<file path="src/core/rsw_defs.vh">
// constants for the receive status word and receiver control block
// assumes a byte-wide frame input stream on the single system clock
//
// Contract
// - status bits 31, 14, 9:8 and 0 always zero
// - bit 30 set when frame failed address filtering
// - bits 29:16 carry frame size in bytes
// - bit 15 is OR of bits 11, 7, 6 and 1
// - bit 13 set for broadcast destination
// - bit 12 set when length field disagrees with actual length
// - bit 11 set for frame under 64 bytes; runt status pushed only with pass-bad-frames, runt data always written to data FIFO
// - bit 10 set for multicast destination
// - bit 7 set above 1518 bytes; frame still received whole
// - bit 6 set on collision after collision window
// - bit 5 set when type field above 1500; never for runts under 14 bytes
// - bit 4 set when watchdog expires, between 2048 and 2560 bytes
// - bit 3 set if receive error input seen during frame
// - bit 2 set for 4 dribble bits MII or 3+ at 10M; not with late collision
// - bit 1 set on CRC mismatch or receive error during frame
// - with checksum enable, 4 checksum bytes follow payload in data FIFO
// - one halted pulse once receiver actually stops after enable cleared
// - error flag on data underrun, status underrun or status overrun
// - receiver keeps running after error flag
// - status pushed only after all frame data written
`ifndef RSW_DEFS_VH
`define RSW_DEFS_VH
`define RSW_BIT_FILT 30
`define RSW_LEN_HI 29
`define RSW_LEN_LO 16
`define RSW_BIT_ES 15
`define RSW_BIT_BCAST 13
`define RSW_BIT_LENERR 12
`define RSW_BIT_RUNT 11
`define RSW_BIT_MCAST 10
`define RSW_BIT_LONG 7
`define RSW_BIT_LATE 6
`define RSW_BIT_TYPE 5
`define RSW_BIT_WDOG 4
`define RSW_BIT_MIIERR 3
`define RSW_BIT_DRIB 2
`define RSW_BIT_CRC 1
`define RSW_RUNT_LEN 14'h0040
`define RSW_HDR_LEN 14'h000E
`define RSW_DA_LAST 14'h0006
`define RSW_TYPE_HI_POS 14'h000D
`define RSW_TYPE_LO_POS 14'h000E
`define RSW_MAX_LEN 14'h05EE
`define RSW_TYPE_MAX 16'h05DC
`define RSW_WDOG_LEN 14'h0800
`define RSW_CSUM_BYTES 3'h4
`define RSW_DRIB_MII 3'h4
`define RSW_DRIB_10M 3'h3
`endif

</file>
<file path="src/core/rsw_fifo.v">
// parameterised synchronous fifo with valid/ready on both sides
// assumes one clock; underflow and overflow attempts are simply refused
`timescale 1ns/100ps
module rsw_fifo #(
    parameter WIDTH = 8,
    parameter DEPTH = 16,
    parameter AW = 4
) (
    // clock and reset
    input wire i_ref_clk,
    input wire i_rst,
    // write side
    input wire i_wr_valid,
    input wire [WIDTH-1:0] i_wr_data,
    output wire o_wr_ready,
    // read side
    output wire o_rd_valid,
    output wire [WIDTH-1:0] o_rd_data,
    input wire i_rd_ready
);
    reg [WIDTH-1:0] mem [0:DEPTH-1];
    reg [AW-1:0] wp_ff;
    reg [AW-1:0] rp_ff;
    reg [AW:0] cnt_ff;
    wire do_wr = i_wr_valid && o_wr_ready;
    wire do_rd = i_rd_ready && o_rd_valid;
    assign o_wr_ready = (cnt_ff != DEPTH[AW:0]);
    assign o_rd_valid = (cnt_ff != {(AW+1){1'b0}});
    assign o_rd_data = mem[rp_ff];
    always @(posedge i_ref_clk)
    begin
        if (do_wr)
            mem[wp_ff] <= i_wr_data;
    end
    always @(posedge i_ref_clk or posedge i_rst)
    begin
        if (i_rst)
        begin
            wp_ff <= {AW{1'b0}};
            rp_ff <= {AW{1'b0}};
            cnt_ff <= {(AW+1){1'b0}};
        end
        else
        begin
            if (do_wr)
                wp_ff <= (wp_ff == DEPTH[AW-1:0] - 1'b1) ? {AW{1'b0}} : wp_ff + 1'b1;
            if (do_rd)
                rp_ff <= (rp_ff == DEPTH[AW-1:0] - 1'b1) ? {AW{1'b0}} : rp_ff + 1'b1;
            if (do_wr && !do_rd)
                cnt_ff <= cnt_ff + 1'b1;
            else if (do_rd && !do_wr)
                cnt_ff <= cnt_ff - 1'b1;
        end
    end
endmodule // rsw_fifo

</file>
<file path="src/core/rsw_rx.v">
// receive status word builder and receiver control
// frame bytes arrive on the system clock from the mac interface layer;
// pins from outside the clock domain pass a two-stage synchroniser
`timescale 1ns/100ps
`include "rsw_defs.vh"
module rsw_rx #(
    parameter DEPTH = 16,
    parameter AW = 4,
    parameter SDEPTH = 16,
    parameter SAW = 4
) (
    // clock and reset
    input wire i_ref_clk,
    input wire i_rst,
    // control
    input wire i_receiver_enable_bit,
    input wire i_pass_bad_frames,
    input wire i_receive_checksum_enable,
    input wire i_mii_mode,
    // frame byte stream from the mac interface layer
    input wire i_frm_valid,
    input wire i_frm_sof,
    input wire i_frm_eof,
    input wire [7:0] i_frm_byte,
    output reg o_frm_ready,
    // per-frame side information, valid with eof
    input wire i_filt_fail,
    input wire i_crc_bad,
    input wire [2:0] i_drib_bits,
    input wire [31:0] i_csum,
    // asynchronous line events
    input wire i_rx_er,
    input wire i_collision,
    // host side
    input wire i_data_rd,
    input wire i_stat_rd,
    output reg [7:0] o_data,
    output reg o_data_valid,
    output reg [31:0] o_status,
    output reg o_status_valid,
    output reg o_receive_error_flag,
    output reg o_receiver_halted_pulse,
    output reg o_receiver_running
);
    localparam ST_IDLE = 2'h0;
    localparam ST_FRAME = 2'h1;
    localparam ST_CSUM = 2'h2;
    localparam ST_PUSH = 2'h3;
    reg [1:0] st_ff;
    reg [1:0] nxt_st;
    reg er_s1_ff;
    reg er_s2_ff;
    reg col_s1_ff;
    reg col_s2_ff;
    reg [13:0] len_ff;
    reg [15:0] tlen_ff;
    reg bcast_ff;
    reg mcast_ff;
    reg mii_ff;
    reg late_ff;
    reg frame_ok_ff;
    reg [2:0] cs_idx_ff;
    reg [31:0] cs_ff;
    reg [31:0] sw_ff;
    reg enable_ff;
    wire d_wr_ready;
    wire d_rd_valid;
    wire s_wr_ready;
    wire s_rd_valid;
    wire [7:0] d_rd_data;
    wire [31:0] s_rd_data;
    reg d_wr_valid;
    reg [7:0] d_wr_data;
    wire in_frame = (st_ff == ST_FRAME);
    wire take = i_frm_valid && o_frm_ready;
    wire [13:0] len_now = len_ff + 14'h0001;
    // own count of the data fifo: the registered ready must drop in the same cycle the fifo becomes full
    reg [AW:0] docc_ff;
    reg [AW:0] nxt_docc;
    wire d_push = d_wr_valid && d_wr_ready;
    wire d_pop = i_data_rd && d_rd_valid;
    // a 14-byte frame ends on the low type byte, which is not yet in tlen_ff
    wire [15:0] tlen_now = (len_now == `RSW_TYPE_LO_POS) ? {tlen_ff[15:8], i_frm_byte} : tlen_ff;
    // two-flop synchronisers for line pins
    always @(posedge i_ref_clk or posedge i_rst)
    begin
        if (i_rst)
        begin
            er_s1_ff <= 1'b0;
            er_s2_ff <= 1'b0;
            col_s1_ff <= 1'b0;
            col_s2_ff <= 1'b0;
        end
        else
        begin
            er_s1_ff <= i_rx_er;
            er_s2_ff <= er_s1_ff;
            col_s1_ff <= i_collision;
            col_s2_ff <= col_s1_ff;
        end
    end
    // status word assembly from the accumulated frame flags
    reg [31:0] sw_c;
    reg runt_c;
    reg long_c;
    reg wdog_c;
    reg lenerr_c;
    reg crc_c;
    reg drib_c;
    reg type_c;
    always @*
    begin
        runt_c = (len_now < `RSW_RUNT_LEN);
        long_c = (len_now > `RSW_MAX_LEN);
        wdog_c = (len_now > `RSW_WDOG_LEN);
        type_c = (len_now >= `RSW_HDR_LEN) && (tlen_now > `RSW_TYPE_MAX);
        lenerr_c = !type_c && (len_now >= `RSW_HDR_LEN) &&
            ({2'b00, len_now} != tlen_now + {2'b00, `RSW_HDR_LEN});
        crc_c = i_crc_bad || mii_ff;
        drib_c = !late_ff &&
            (i_mii_mode ? (i_drib_bits == `RSW_DRIB_MII) : (i_drib_bits >= `RSW_DRIB_10M));
        sw_c = 32'h00000000;
        sw_c[`RSW_BIT_FILT] = i_filt_fail;
        sw_c[`RSW_LEN_HI:`RSW_LEN_LO] = len_now;
        sw_c[`RSW_BIT_BCAST] = bcast_ff;
        sw_c[`RSW_BIT_LENERR] = lenerr_c;
        sw_c[`RSW_BIT_RUNT] = runt_c;
        sw_c[`RSW_BIT_MCAST] = mcast_ff;
        sw_c[`RSW_BIT_LONG] = long_c;
        sw_c[`RSW_BIT_LATE] = late_ff;
        sw_c[`RSW_BIT_TYPE] = type_c;
        sw_c[`RSW_BIT_WDOG] = wdog_c;
        sw_c[`RSW_BIT_MIIERR] = mii_ff;
        sw_c[`RSW_BIT_DRIB] = drib_c;
        sw_c[`RSW_BIT_CRC] = crc_c;
        sw_c[`RSW_BIT_ES] = runt_c | long_c | late_ff | crc_c;
    end
    // frame sequencer; the status push waits for the last data byte
    always @*
    begin
        nxt_st = st_ff;
        case (st_ff)
            ST_IDLE:
                if (take && i_frm_sof && enable_ff)
                    nxt_st = i_frm_eof ? (i_receive_checksum_enable ? ST_CSUM : ST_PUSH) : ST_FRAME;
            ST_FRAME:
                if (take && i_frm_eof)
                    nxt_st = i_receive_checksum_enable ? ST_CSUM : ST_PUSH;
            ST_CSUM:
                if (d_wr_ready && cs_idx_ff == `RSW_CSUM_BYTES - 3'h1)
                    nxt_st = ST_PUSH;
            ST_PUSH:
                nxt_st = ST_IDLE;
            default:
                nxt_st = ST_IDLE;
        endcase
    end
    always @(posedge i_ref_clk or posedge i_rst)
    begin
        if (i_rst)
        begin
            st_ff <= ST_IDLE;
            len_ff <= 14'h0000;
            tlen_ff <= 16'h0000;
            docc_ff <= {(AW+1){1'b0}};
            bcast_ff <= 1'b0;
            mcast_ff <= 1'b0;
            mii_ff <= 1'b0;
            late_ff <= 1'b0;
            frame_ok_ff <= 1'b0;
            cs_idx_ff <= 3'h0;
            cs_ff <= 32'h00000000;
            sw_ff <= 32'h00000000;
            enable_ff <= 1'b0;
            o_receiver_halted_pulse <= 1'b0;
            o_receiver_running <= 1'b0;
            o_receive_error_flag <= 1'b0;
            o_frm_ready <= 1'b0;
        end
        else
        begin
            st_ff <= nxt_st;
            docc_ff <= nxt_docc;
            o_frm_ready <= (nxt_st == ST_IDLE || nxt_st == ST_FRAME) && (nxt_docc != DEPTH[AW:0]);
            // enable only takes effect between frames, so halting lets the frame finish
            o_receiver_halted_pulse <= 1'b0;
            if (nxt_st == ST_IDLE)
            begin
                enable_ff <= i_receiver_enable_bit;
                if (enable_ff && !i_receiver_enable_bit)
                    o_receiver_halted_pulse <= 1'b1;
            end
            o_receiver_running <= enable_ff || st_ff != ST_IDLE;
            // error flag is sticky; reception continues regardless
            if ((i_data_rd && !d_rd_valid) || (i_stat_rd && !s_rd_valid) ||
                (st_ff == ST_PUSH && frame_ok_ff && !s_wr_ready))
                o_receive_error_flag <= 1'b1;
            if (st_ff == ST_IDLE && take && i_frm_sof && enable_ff)
            begin
                // fresh accumulators for the new frame
                // the start byte is the first counted byte; the push state left len_ff at zero
                len_ff <= len_now;
                bcast_ff <= (i_frm_byte == 8'hFF);
                mcast_ff <= i_frm_byte[0];
                mii_ff <= er_s2_ff;
                late_ff <= 1'b0;
                tlen_ff <= 16'h0000;
            end
            else if (in_frame && take)
            begin
                len_ff <= len_now;
                if (len_now <= `RSW_DA_LAST)
                    bcast_ff <= bcast_ff && (i_frm_byte == 8'hFF);
                if (len_now == `RSW_TYPE_HI_POS)
                    tlen_ff <= {i_frm_byte, 8'h00};
                if (len_now == `RSW_TYPE_LO_POS)
                    tlen_ff <= {tlen_ff[15:8], i_frm_byte};
            end
            // line events count even while the byte stream is stalled
            if (in_frame && er_s2_ff)
                mii_ff <= 1'b1;
            if (in_frame && col_s2_ff && len_now >= `RSW_RUNT_LEN)
                late_ff <= 1'b1;
            if ((st_ff == ST_FRAME || st_ff == ST_IDLE) && take && i_frm_eof)
            begin
                // runt status word dropped unless pass-bad-frames is set; its data bytes still go to the data fifo
                frame_ok_ff <= !(len_now < `RSW_RUNT_LEN) || i_pass_bad_frames;
                sw_ff <= sw_c;
                cs_ff <= i_csum;
                cs_idx_ff <= 3'h0;
            end
            if (st_ff == ST_CSUM && d_wr_ready)
            begin
                cs_idx_ff <= cs_idx_ff + 3'h1;
                cs_ff <= {8'h00, cs_ff[31:8]};
            end
            if (st_ff == ST_PUSH)
            begin
                // nothing of this frame may leak into the next one
                len_ff <= 14'h0000;
                tlen_ff <= 16'h0000;
                bcast_ff <= 1'b0;
                mcast_ff <= 1'b0;
                mii_ff <= 1'b0;
                late_ff <= 1'b0;
            end
        end
    end
    always @*
    begin
        nxt_docc = docc_ff;
        if (d_push && !d_pop)
            nxt_docc = docc_ff + {{AW{1'b0}}, 1'b1};
        else if (d_pop && !d_push)
            nxt_docc = docc_ff - {{AW{1'b0}}, 1'b1};
    end
    // data path into the data fifo: payload then optional checksum
    always @*
    begin
        d_wr_valid = 1'b0;
        d_wr_data = i_frm_byte;
        if (st_ff == ST_CSUM)
        begin
            d_wr_valid = 1'b1;
            d_wr_data = cs_ff[7:0];
        end
        else if (take && (in_frame || (st_ff == ST_IDLE && i_frm_sof && enable_ff)))
            d_wr_valid = 1'b1;
    end
    rsw_fifo #(.WIDTH(8), .DEPTH(DEPTH), .AW(AW)) u_data (
        .i_ref_clk(i_ref_clk),
        .i_rst(i_rst),
        .i_wr_valid(d_wr_valid),
        .i_wr_data(d_wr_data),
        .o_wr_ready(d_wr_ready),
        .o_rd_valid(d_rd_valid),
        .o_rd_data(d_rd_data),
        .i_rd_ready(i_data_rd)
    );
    // status word lands only after the frame's last data byte
    rsw_fifo #(.WIDTH(32), .DEPTH(SDEPTH), .AW(SAW)) u_stat (
        .i_ref_clk(i_ref_clk),
        .i_rst(i_rst),
        .i_wr_valid(st_ff == ST_PUSH && frame_ok_ff),
        .i_wr_data(sw_ff),
        .o_wr_ready(s_wr_ready),
        .o_rd_valid(s_rd_valid),
        .o_rd_data(s_rd_data),
        .i_rd_ready(i_stat_rd)
    );
    // registered host outputs
    always @(posedge i_ref_clk or posedge i_rst)
    begin
        if (i_rst)
        begin
            o_data <= 8'h00;
            o_data_valid <= 1'b0;
            o_status <= 32'h00000000;
            o_status_valid <= 1'b0;
        end
        else
        begin
            o_data_valid <= i_data_rd && d_rd_valid;
            if (i_data_rd && d_rd_valid)
                o_data <= d_rd_data;
            o_status_valid <= i_stat_rd && s_rd_valid;
            if (i_stat_rd && s_rd_valid)
                o_status <= s_rd_data;
        end
    end
endmodule // rsw_rx

</file>
<file path="config.mk">
export PLATFORM = sky130hd
export DESIGN_NAME = rsw_rx
export DESIGN_NICKNAME = d
export VERILOG_FILES = /design/src/core/rsw_fifo.v /design/src/core/rsw_rx.v
export VERILOG_INCLUDE_DIRS = /design/src /design/src/core
export SDC_FILE = /design/constraint.sdc
export NUM_CORES = 1
export LEC_CHECK = 0
export BUFFER_PORTS_ARGS = -buffer_cell sky130_fd_sc_hd__buf_2
export CAP_MARGIN = 20
export CORE_ASPECT_RATIO = 1.2
export CORE_UTILIZATION = 67
export CTS_BUF_LIST = sky130_fd_sc_hd__clkbuf_16
export DETAILED_ROUTE_END_ITERATION = 6
export MAX_ROUTING_LAYER = met4
export PLACE_DENSITY_LB_ADDON = 0.05
export SYNTH_ARGS = -nofsm -noshare
export SYNTH_HDL_FRONTEND = slang
export SYNTH_SLANG_ARGS = --single-unit
</file>
<file path="constraint.sdc">
create_clock -name i_ref_clk -period 14.65 [get_ports i_ref_clk]
set_input_delay 1.465 -clock i_ref_clk [delete_from_list [all_inputs] [get_ports i_ref_clk]]
set_output_delay 1.465 -clock i_ref_clk [all_outputs]
set_load 0.05 [all_outputs]
</file>
==> impl_metrics.py, run 1 <==
metrics = {
    "setup_path": {
        "worstSetupStartpointType": "input port",
        "required_ns": 15.12,
        "cp_max_fo": 26,
        "cp-end-kind": "flop",
        "reg2reg_slack_ns": 10.27,
        "arrival_ns": 4.98,
        "critPathKind": "input port to flop",
    },
    "timing": {
        "fmax_mhz": 221.8,
        "clock_skew_ns": 0.01846,
        "tns_ns": 0,
        "final_max_slew_viol_count": 0,
        "post-route-min-period_ns": 4.509,
        "hold_viol": 0,
        "setup_viol": 0,
        "fin_crit_sh_pct": 30.78,
        "rsz0062_at_grt": "no",
        "tightestPinTransition_ns": 1.087,
        "relSlewSlack_pct": 27.54,
    },
    "floorplan": {
        "die_h_um": 234.9,
        "ios": 104,
        "initial_core_util_pct": 67.66,
        "dieArea_sq_um": 46080,
        "die_w_um": 196.1,
        "core-area_sq_um": 44770,
        "num_rows": 85,
    },
    "yosys": {
        "netlist_area_sq_um": 30300,
        "yosysSeqAreaShare_pct": 70.05,
        "async_flop_share_pct": 23.91,
        "synth_ff_type": "edfxtp_1",
        "avgSynthCellArea_sq_um": 15.32,
        "ys_ff_latch": 736,
        "synth.distinct_cells": 72,
        "synth_edf_count": 560,
        "synth-warning-count": 0,
        "synthCells": 1978,
    },
    "status": {
        "violations": "DRC",
        "outcome": "finished with violations",
    },
    "clock_tree": {
        "htreeDepth": 3,
        "cts_sinks": 736,
        "root_buffer": "clkbuf_16",
        "clockBufferDepth": 3,
        "cts_hold_buf": 0,
        "cts_resized": 0,
        "clk_latency_ns": 0.61,
        "cts_tree": "done",
        "postCtsSetupBuffers": 0,
        "cts_buffers": 70,
        "clkTransAtPathRegs_ns": 0.06,
    },
    "drt": {
        "drc": 4,
        "dr.pass1.iters": 7,
        "drt_iter0_drc": 1530,
        "drtAntennaViolNets": 0,
        "wirelength_um": 68870,
        "viasPerCell": 6.441,
        "num_vias": 17600,
        "post_drt_wl_per_cell_um": 25.20,
    },
    "grt": {
        "grt_use_total_pct": 31.74,
        "grt_max_degree": 109,
        "grt_pass1_wl_um": 104200,
        "grt_pass1_vias": 17790,
        "antenna_found_initial": 2,
        "overflow": 0,
    },
    "pwr": {
        "powerDensity_nw_per_um2": 188.4,
        "seqPwrFrac_pct": 44.6,
        "switchingPower_mw": 2.098,
        "p_comb_share_pct": 27.7,
        "pwr-share-clk_pct": 27.7,
        "leakagePower_nw": 12.38,
        "irDropWorstVdd_mv": 0.1361,
        "p_int_mw": 4.236,
        "swShare_pct": 33.12,
    },
    "finish": {
        "area_growth_pct": 10.97,
        "stdcell_count": 2733,
        "drive_gt1_share_pct": 17.91,
        "final_nets": 2152,
    },
    "placed_design": {
        "dpl.hpwl_um": 39290,
        "dp_cells": 2599,
        "routabilityCongestion": 0.8367,
        "io_buffers": 98,
    },
    "job": {
        "maxCapViolCount": 0,
    },
    "min_path": {
        "holdCritPathClass": "flop to flop",
    },
}
## per-layer routing
metal  GRT usage, %  share of wire, %  vias to the layer above
met4          13.19               3.3                        0
met3          3.990               6.8                      154
li1               -                 -                     7740
met5              -                 0                        -
met2          51.71                51                      816
met1          40.94                39                     8892
## cells by family after synthesis
kind of cell    synth area share (%)
flops                          70.05
simple gates                   7.368
compound gates                 6.323
mux                            11.64
buf+inv                        1.817
xor+xnor                       1.549
fa+ha+maj                      1.247
other cells                  0.01238
## synth_stat cells (3+ instances only)
| library cell | n | area share, % |
|---|---|---|
| a21o_1 | 7 | 0.17 |
| a21oi_1 | 59 | 0.97 |
| a22oi_1 | 28 | 0.69 |
| a311oi_1 | 3 | 0.087 |
| a31oi_1 | 9 | 0.19 |
| and2_1 | 18 | 0.37 |
| and4_1 | 5 | 0.14 |
| buf_1 | 15 | 0.19 |
| buf_2 | 8 | 0.13 |
| buf_4 | 7 | 0.17 |
| clkbuf_1 | 82 | 1.0 |
| dfrtp_1 | 176 | 15 |
| edfxtp_1 | 560 | 56 |
| ha_1 | 27 | 1.1 |
| inv_1 | 21 | 0.26 |
| mux2_2 | 39 | 1.4 |
| mux2i_1 | 94 | 3.1 |
| mux4_2 | 94 | 7.0 |
| nand2_1 | 301 | 3.7 |
| nand2b_1 | 9 | 0.19 |
| nand3_1 | 39 | 0.64 |
| nand4_1 | 9 | 0.19 |
| nor2_1 | 49 | 0.61 |
| nor2b_1 | 5 | 0.10 |
| nor3_1 | 20 | 0.33 |
| nor3b_1 | 3 | 0.074 |
| nor4_1 | 8 | 0.17 |
| o21ai_0 | 112 | 1.9 |
| o21ai_1 | 6 | 0.099 |
| o221ai_1 | 54 | 1.6 |
| o31ai_1 | 4 | 0.099 |
| or3_1 | 8 | 0.17 |
| or4_1 | 3 | 0.074 |
| xnor2_1 | 32 | 0.93 |
| xor2_1 | 19 | 0.55 |
## layout make-up
type	instances	area, sq um
antenna	2	5.005
multi-input combinational	1111	8581
clock buffer	76	1902
timing repair buffer	124	708.2
inverter	22	90.09
fill	2684	11160
tap	609	762.0
sequential	736	21230
clock inverter	53	342.8
## per-stage QoR
step | worst slack, ns | hold slack (ns) | total power, mW | area [sq um] | util (%)
after floorplan | 8.411 | 0.3312 | 4.095 | 30310 | -
after global placement | 9.648 | 0.3368 | 4.530 | 31310 | 69.93
after detailed placement | 9.520 | 0.3378 | 4.601 | 31350 | 70.02
after global routing | 9.844 | 0.3509 | 6.598 | 33620 | 75.08
after CTS | 10.15 | 0.3498 | 6.349 | 33590 | 75.03
final | 10.14 | 0.3468 | 6.334 | 33620 | 75.08
## sequential cells by signal (all words and copies together) (netlist names), 5 cells and up
signal	cells
u_stat.mem	432
u_data.mem	128
cs_ff	32
o_status	27
sw_ff	27
tlen_ff	16
len_ff	14
o_data	8
docc_ff	5
u_data.cnt_ff	5
u_stat.cnt_ff	5
## layout by cell type, fill, tap and decap left out, types with 8 or more instances in the layout
cell / Yosys / layout
xnor2_1: 32 / 32
nor3_1: 20 / 20
and2_1: 18 / 9
nand2_1: 301 / 299
clkbuf_16: 0 / 76
clkinv_1: 1 / 11
a31oi_1: 9 / 9
dfrtp_1: 176 / 172
nand4_1: 9 / 9
mux2i_1: 94 / 94
mux4_2: 94 / 94
xor2_1: 19 / 19
edfxtp_1: 560 / 560
buf_2: 8 / 99
a21oi_1: 59 / 58
nor2_1: 49 / 48
mux2_2: 39 / 39
ha_1: 27 / 27
and2_2: 0 / 9
a22oi_1: 28 / 28
o221ai_1: 54 / 54
buf_4: 7 / 22
nor4_1: 8 / 8
o21ai_0: 112 / 111
inv_1: 21 / 49
nand3_1: 39 / 39
nand2b_1: 9 / 8
or3_1: 8 / 8
## path summary, 6_finish.rpt
path | startpoint | endpoint | depth (start not counted)
min in group asynchronous | i_rst | docc_ff[0] | 2
setup / recovery | i_frm_valid | u_data.cnt_ff[4] | 12
setup reg to reg | len_ff[0] | sw_ff[12] | 15
max in group asynchronous | i_rst | u_stat.rp_ff[0] | 3
hold / removal | er_s1_ff | er_s2_ff | 0
hold reg to reg | er_s1_ff | er_s2_ff | 0
## worst max-delay path, stage by stage
cell and delay, ns:
buf_2 0.09, nand2_1 0.08, or3_1 0.72, a22oi_1 0.81
ha_1 0.50, inv_1 0.18, fa_1 0.43, a21o_1 0.18
a21oi_1 0.18, xnor2_1 0.14, nor2_1 0.07, xor2_1 0.14
## power by group through the flow
stage	Combinational (mW)	Clock, mW	Sequential (mW)
floorplan	1.20	0	2.90
global placement	1.67	0	2.86
detailed placement	1.74	0	2.86
CTS	1.76	1.77	2.82
global route	1.89	1.85	2.85
finish	1.75	1.76	2.82
Power figures use the tool's default switching activity.
==> run 2, diff against run 1 <==
--- a/config.mk
+++ b/config.mk
@@ -6,10 +6,11 @@
 export SDC_FILE = /design/constraint.sdc
 export NUM_CORES = 1
 export LEC_CHECK = 0
+export ABC_AREA = 1
 export BUFFER_PORTS_ARGS = -buffer_cell sky130_fd_sc_hd__buf_2
 export CAP_MARGIN = 20
 export CORE_ASPECT_RATIO = 1.2
-export CORE_UTILIZATION = 67
+export CORE_UTILIZATION = 62
 export CTS_BUF_LIST = sky130_fd_sc_hd__clkbuf_16
 export DETAILED_ROUTE_END_ITERATION = 6
 export MAX_ROUTING_LAYER = met4
==> constraint.sdc (replaced) <==
create_clock -name i_ref_clk -period 4.2 [get_ports i_ref_clk]
set_input_delay 0.42 -clock i_ref_clk [delete_from_list [all_inputs] [get_ports i_ref_clk]]
set_output_delay 0.42 -clock i_ref_clk [all_outputs]
set_load 0.05 [all_outputs]
==> run 2 against run 1 <==
The flow finishes with violations (DRC, hold timing). Critical path depth up 1. Total power rose to 3.6 times the previous value. Sequential power rose to 3.4 times the previous value. Wire length up 15%. Non-clock buffer count up 33. First-iteration DRC count up 40%. Sequential cell count unchanged. Largest power group unchanged.
==> impl_metrics.py, run 2 <==
metrics = {
    "yosys": {
        "synth_ff_type": "edfxtp_1",
        "ys_ff_latch": 736,
        "synth_commonest_cells": "edfxtp_1, nor2_1, o21ai_0, nand2_1, dfrtp_1",
        "synth_top_area_share_pct": 54.80,
        "yosysSeqAreaShare_pct": 69.16,
        "synth-warning-count": 0,
        "synthTopCellsByArea": "edfxtp_1, dfrtp_1, o21ai_0",
        "async_flop_share_pct": 23.91,
        "synth.most_common_cell": "edfxtp_1",
        "synth.distinct_cells": 47,
        "post-synth-top-area-cell": "edfxtp_1",
        "synth_edf_count": 560,
        "avgSynthCellArea_sq_um": 11.43,
        "netlist_area_sq_um": 30680,
        "synthCells": 2685,
    },
    "timing": {
        "setup_viol": 0,
        "rsz0062_at_grt": "no",
        "tns_ns": 0,
        "relSlewSlack_pct": 17.53,
        "clock_skew_ns": 0.01868,
        "post-route-min-period_ns": 3.633,
        "fmax_mhz": 275.2,
        "hold_viol": 5,
        "holdWs_ns": -0.03447,
        "fin_crit_sh_pct": 86.51,
        "final_max_slew_viol_count": 0,
        "tightestPinTransition_ns": 1.237,
    },
    "setup_path": {
        "cp_num_buf_inv": 2,
        "timing.rr.end": "u_data.cnt_ff[4]",
        "required_ns": 4.69,
        "arrival_ns": 4.12,
        "cpLargestDelayFamily": "simple AND/OR/NAND/NOR gates",
        "r2r-start": "u_data.cnt_ff[0]",
        "cp-end-kind": "flop",
        "worstPathCellList": "nor4_1 > nand2_1 > o21ai_1 > clkinv_1 > ha_1 > inv_1 > ha_1 > a21o_1 > a21oi_1 > nand2_1 > nand2_1 > nor2_1 > xor2_1",
        "worstSetupStartpointType": "flop",
        "slowest_delay_ns": 0.47,
        "critPathCapture": "u_data.cnt_ff[4]",
        "startpoint": "u_data.cnt_ff[0]",
        "critical-path-slowest-cell": "nor4_1",
        "reg2reg_slack_ns": 0.57,
        "cp_max_fo": 9,
        "reg2reg_depth": 13,
        "critPathKind": "flop to flop",
        "cp.depth": 13,
        "cpMostUsedCell": "nand2_1",
    },
    "placed_design": {
        "routabilityCongestion": 0.8744,
        "io_buffers": 98,
        "dpl.hpwl_um": 45930,
        "dpl-instance-area_sq_um": 32040,
    },
    "pwr": {
        "seqPwrFrac_pct": 42.2,
        "swShare_pct": 37.44,
        "pwr-share-clk_pct": 26.0,
        "switchingPower_mw": 8.552,
        "leakagePower_nw": 12.58,
        "powerDensity_nw_per_um2": 667.5,
        "p_int_mw": 14.29,
        "p_comb_share_pct": 31.8,
        "finalPower_mw": 22.84,
        "irDropWorstVdd_mv": 0.8143,
    },
    "status": {
        "violations": "DRC, hold timing",
        "outcome": "finished with violations",
    },
    "floorplan": {
        "die_h_um": 245.7,
        "num_rows": 88,
        "die_w_um": 205.1,
        "dieArea_sq_um": 50390,
        "core-area_sq_um": 48450,
        "initial_core_util_pct": 63.34,
        "ios": 104,
    },
    "drt": {
        "num_vias": 21400,
        "m1WireLength_um": 30710,
        "drt_iter0_drc": 2142,
        "drtAntennaViolNets": 0,
        "dr.pass1.iters": 7,
        "post_drt_wl_per_cell_um": 22.83,
        "viasPerCell": 6.189,
        "wirelength_um": 78920,
        "route.top_layer_used": "met4",
        "route.met3.wl_um": 6009,
        "drc": 1,
        "dr_wl_met2_um": 39160,
    },
    "grt": {
        "antenna_found_initial": 1,
        "grt_max_degree": 191,
        "overflow": 0,
        "grt_pass1_wl_um": 120600,
        "grt_pass1_vias": 21020,
        "grt_use_total_pct": 33.09,
    },
    "job": {
        "maxCapViolCount": 0,
    },
    "clock_tree": {
        "cts_sinks": 736,
        "clockBufferDepth": 3,
        "cts_buffers": 69,
        "cts_tree": "done",
        "clk_latency_ns": 0.61,
        "root_buffer": "clkbuf_16",
        "postCtsSetupBuffers": 0,
        "clkTransAtPathRegs_ns": 0.06,
        "htreeDepth": 3,
    },
    "finish": {
        "reg.largest.list": "u_stat.mem x432, u_data.mem x128, cs_ff x32",
        "drive_gt1_share_pct": 11.36,
        "largest_reg_flops": 432,
        "top_register": "u_stat.mem",
        "mostFrequentLayoutCell": "edfxtp_1",
        "final_nets": 2857,
        "layout_common_cells": "edfxtp_1, nor2_1, o21ai_0, nand2_1, dfrtp_1",
        "final_area_sq_um": 34220,
        "nFillCells": 3488,
        "area_growth_pct": 11.52,
    },
    "min_path": {
        "holdCritPathClass": "input port to async pin",
    },
}
[run 2: power by group through the flow]
stage | Combinational (mW) | Clock, mW | Sequential (mW)
detailed placement | 7.18 | 0 | 9.76
CTS | 7.23 | 6.01 | 9.62
floorplan | 4.46 | 0 | 10.1
global route | 7.97 | 6.29 | 9.72
finish | 7.26 | 5.95 | 9.63
global placement | 6.96 | 0 | 9.72
[run 2: worst reg2reg max path: stages (launching register included)]
cell	delay (ns)
dfrtp_1	0.43
nor4_1	0.47
nand2_1	0.19
o21ai_1	0.42
clkinv_1	0.40
ha_1	0.41
inv_1	0.24
ha_1	0.32
a21o_1	0.19
a21oi_1	0.15
nand2_1	0.08
nand2_1	0.07
nor2_1	0.05
xor2_1	0.14
[run 2: cell families (layout without fill, tap and decap cells)]
family,after synthesis,count (layout),synth area share (%)
simple gates,950,950,13.06
flops,736,736,69.16
compound gates,660,660,12.25
buf+inv,286,423,3.621
fa+ha+maj,29,29,1.231
xor+xnor,22,22,0.6280
other cells,1,6,0.01222
mux,1,1,0.03670
[run 2: layout make-up]
| cell class | count | area [sq um] | share of cell area, % |
|---|---|---|---|
| Timing Repair Buffer | 157 | 1028 | 3.005 |
| Tap cell | 630 | 788.3 | 2.303 |
| Sequential cell | 736 | 21230 | 62.03 |
| Multi-Input combinational cell | 1667 | 8498 | 24.83 |
| Clock buffer | 72 | 1802 | 5.265 |
| Inverter | 139 | 531.8 | 1.554 |
| Antenna cell | 1 | 2.502 | 0.007313 |
| Clock inverter | 55 | 342.8 | 1.002 |
[run 2: how the worst min path moves through the flow]
stage	to	slack, ns	startpoint	depth (start not counted)
6_report	cs_ff[22]	-0.03	i_rst	3
5_1_grt	cs_ff[27]	0.03	i_csum[27]	3
4_1_cts	cs_ff[28]	0.003	i_csum[28]	3
3_5_place_dp	er_s2_ff	0.34	er_s1_ff	0
3_3_place_gp	er_s2_ff	0.34	er_s1_ff	0
2_1_floorplan	col_s2_ff	0.33	col_s1_ff	0
[run 2: per-layer routing]
layer  GRT usage, %  vias to the layer above
met5              -                        -
met4          13.90                        0
met3          4.148                      192
met2          53.77                      967
met1          42.30                    10470
li1               -                     9766
[run 2: what timing repair did]
action | in CTS | in global routing
endpoints found under the setup margin | 0 | 0
hold buffers | 3 | 0
resized for setup | 0 | 0
endpoints found under the hold margin | 3 | 0
[run 2: through the flow]
stage,setup slack [ns],util (%),cells,hold WS [ns]
3_3_place_gp,0.7037,66.14,3326,0.3355
2_1_floorplan,1.007,-,2689,0.3312
4_1_cts,0.5954,70.63,3456,0.002771
6_report,0.5668,70.64,3457,-0.03447
5_1_grt,0.1995,70.64,3457,0.02753
3_5_place_dp,0.5412,66.14,3326,0.3355
==> run 3, diff against run 2 <==
--- a/config.mk
+++ b/config.mk
@@ -6,7 +6,6 @@
 export SDC_FILE = /design/constraint.sdc
 export NUM_CORES = 1
 export LEC_CHECK = 0
-export ABC_AREA = 1
 export BUFFER_PORTS_ARGS = -buffer_cell sky130_fd_sc_hd__buf_2
 export CAP_MARGIN = 20
 export CORE_ASPECT_RATIO = 1.2
==> run 3 against run 2 <==
The run now ends clean. Utilization is 0.074 points higher. Sequential power grew 3.3%. Final cell count shrank 19%. Clock-buffer cell count is 1 higher. Non-clock buffer count increased by 2. Critical path depth up 3. Sequential cell count did not move. Design area fell by 0.58%. Via count is 19% lower. Wire length shrank 13%. Clock power grew 6.9%. Combinational power fell by 16%. Largest cell class unchanged. Highest routed layer unchanged.
==> impl_metrics.py, run 3 (synthesis gave the netlist of run 1 again) <==
metrics = {
    "setup_path": {
        "cp_max_fo": 12,
        "critical-path-slowest-cell": "dfrtp_2",
        "slowest_delay_ns": 0.47,
        "cp_num_buf_inv": 0,
        "cp-end-kind": "flop",
        "critPathKind": "flop to flop",
        "arrival_ns": 4.42,
        "worstSetupStartpointType": "flop",
        "required_ns": 4.67,
        "cpLargestDelayFamily": "simple AND/OR/NAND/NOR gates",
        "worstPathCellList": "ha_1 > nand2_1 > nor2_1 > xor2_1 > nor4b_2 > nand4_2 > mux2i_2 > ha_1 > nand2b_1 > nand4_1 > xor2_1 > nor2b_1 > a211oi_1 > o2111ai_1 > nor4_1 > a31oi_1",
    },
    "timing": {
        "fin_crit_sh_pct": 93.84,
        "relSlewSlack_pct": 35.37,
        "tns_ns": 0,
        "worst_slack_ns": 0.2589,
        "fmax_mhz": 253.7,
        "clock_skew_ns": 0.02283,
        "final_max_slew_viol_count": 0,
        "setup_viol": 0,
        "tightestPinTransition_ns": 0.9694,
        "rsz0062_at_grt": "no",
        "post-route-min-period_ns": 3.941,
        "hold_viol": 0,
    },
    "floorplan": {
        "ios": 104,
        "die_w_um": 203.8,
        "die_h_um": 244.2,
        "core-area_sq_um": 48120,
        "num_rows": 88,
        "initial_core_util_pct": 62.96,
        "dieArea_sq_um": 49760,
    },
    "grt": {
        "grt_pass1_wl_um": 105200,
        "grt_use_total_pct": 29.68,
        "grt_pass1_vias": 18000,
        "busiest_layer": "met2",
        "antenna_found_initial": 3,
        "use_met1_pct": 38.74,
        "grt_util_met2_pct": 48.17,
        "overflow": 0,
        "grt_max_degree": 77,
        "grtUsageMet3_pct": 4.131,
    },
    "drt": {
        "drc": 0,
        "drt_iter0_drc": 1462,
        "num_vias": 17430,
        "viasPerCell": 6.246,
        "wirelength_um": 68830,
        "dr.pass1.iters": 5,
        "drtAntennaViolNets": 0,
        "post_drt_wl_per_cell_um": 24.67,
    },
    "placed_design": {
        "pre_cts_ws_ns": 0.2298,
        "dpl.hpwl_um": 42050,
        "io_buffers": 98,
        "routabilityCongestion": 0.9087,
        "dpl-instance-area_sq_um": 31650,
    },
    "finish": {
        "area_growth_pct": 12.30,
        "postLayoutCoreUtil_pct": 70.71,
        "top_register": "u_stat.mem",
        "largest_reg_flops": 432,
        "final_area_sq_um": 34020,
        "final_nets": 2187,
        "mostFrequentLayoutCell": "edfxtp_1",
        "layout_common_cells": "edfxtp_1, nand2_1, dfrtp_1, o21ai_0, buf_2",
        "reg.largest.list": "u_stat.mem x432, u_data.mem x128, cs_ff x32",
        "drive_gt1_share_pct": 19.56,
    },
    "clock_tree": {
        "clk_latency_ns": 0.62,
        "clockBufferDepth": 3,
        "postCtsSetupBuffers": 0,
        "cts_buffers": 70,
        "cts_tree": "done",
        "cts_sinks": 736,
        "root_buffer": "clkbuf_16",
        "clkTransAtPathRegs_ns": 0.06,
        "htreeDepth": 3,
    },
    "pwr": {
        "irDropWorstVdd_mv": 0.5624,
        "leakagePower_nw": 12.51,
        "powerDensity_nw_per_um2": 659.3,
    },
    "job": {
        "maxCapViolCount": 0,
    },
    "status": {
        "outcome": "finished, final reports clean",
    },
    "min_path": {
        "holdCritPathClass": "input port to flop",
    },
}
-- run 3: changes by cell type in the layout (fill, tap and decap cells not counted), sizes merged, moves of 39 or more --
cell   delta
mux2     +39
mux4     +94
nand2    -58
nor2    -394
a21oi    +43
o21ai   -279
nand3    -55
inv     -118
mux2i    +95
o22ai   -170
-- run 3: path summary, 6_finish.rpt --
kind	start	endpoint	slack [ns]	cells past startpoint
setup / recovery	len_ff[0]	sw_ff[12]	0.26	16
hold / removal	i_csum[20]	cs_ff[20]	0.05	3
setup reg to reg	len_ff[0]	sw_ff[12]	0.26	16
hold reg to reg	col_s1_ff	col_s2_ff	0.35	0
max in group asynchronous	i_rst	len_ff[0]	2.86	4
min in group asynchronous	i_rst	cs_idx_ff[1]	0.39	3
-- run 3: power breakdown --
| group | internal (mW) | switching (mW) |
|---|---|---|
| Clock | 3.71 | 2.65 |
| Sequential | 8.91 | 1.05 |
| Combinational | 2.48 | 3.64 |
-- run 3: tightest hold or removal path, cell delays in order --
cell and delay, ns:
buf_2 0.07, a22oi_1 0.07, nand2_1 0.05
-- run 3: repair_timing --
item,4_1_cts,5_1_grt
resized for setup,0,2
endpoints found under the setup margin,0,1
endpoints found under the hold margin,21,0
hold buffers,4,0
-- run 3: through the flow --
stage / hold slack (ns) / power, mW / instances
after floorplan: 0.3312 / 14.33 / 1982
after global placement: 0.3334 / 16.04 / 2654
after detailed placement: 0.3373 / 16.24 / 2654
after CTS: 0.02156 / 22.57 / 2787
after global routing: 0.05241 / 23.44 / 2790
final: 0.04582 / 22.43 / 2790
-- run 3: area by class of cell --
type	instances	area, sq um
multi-input combinational	1111	8583
tap	630	788.3
timing repair buffer	159	1008
fill	3156	14090
sequential	736	21230
inverter	22	86.33
clock inverter	56	491.7
antenna	3	7.507
clock buffer	73	1827
-- run 3: routing by layer --
metal / up-vias / wire, um
li1: 7786 / -
met1: 8918 / 28190
met2: 598 / 34590
met3: 125 / 4087
met4: 0 / 1953
met5: - / 0
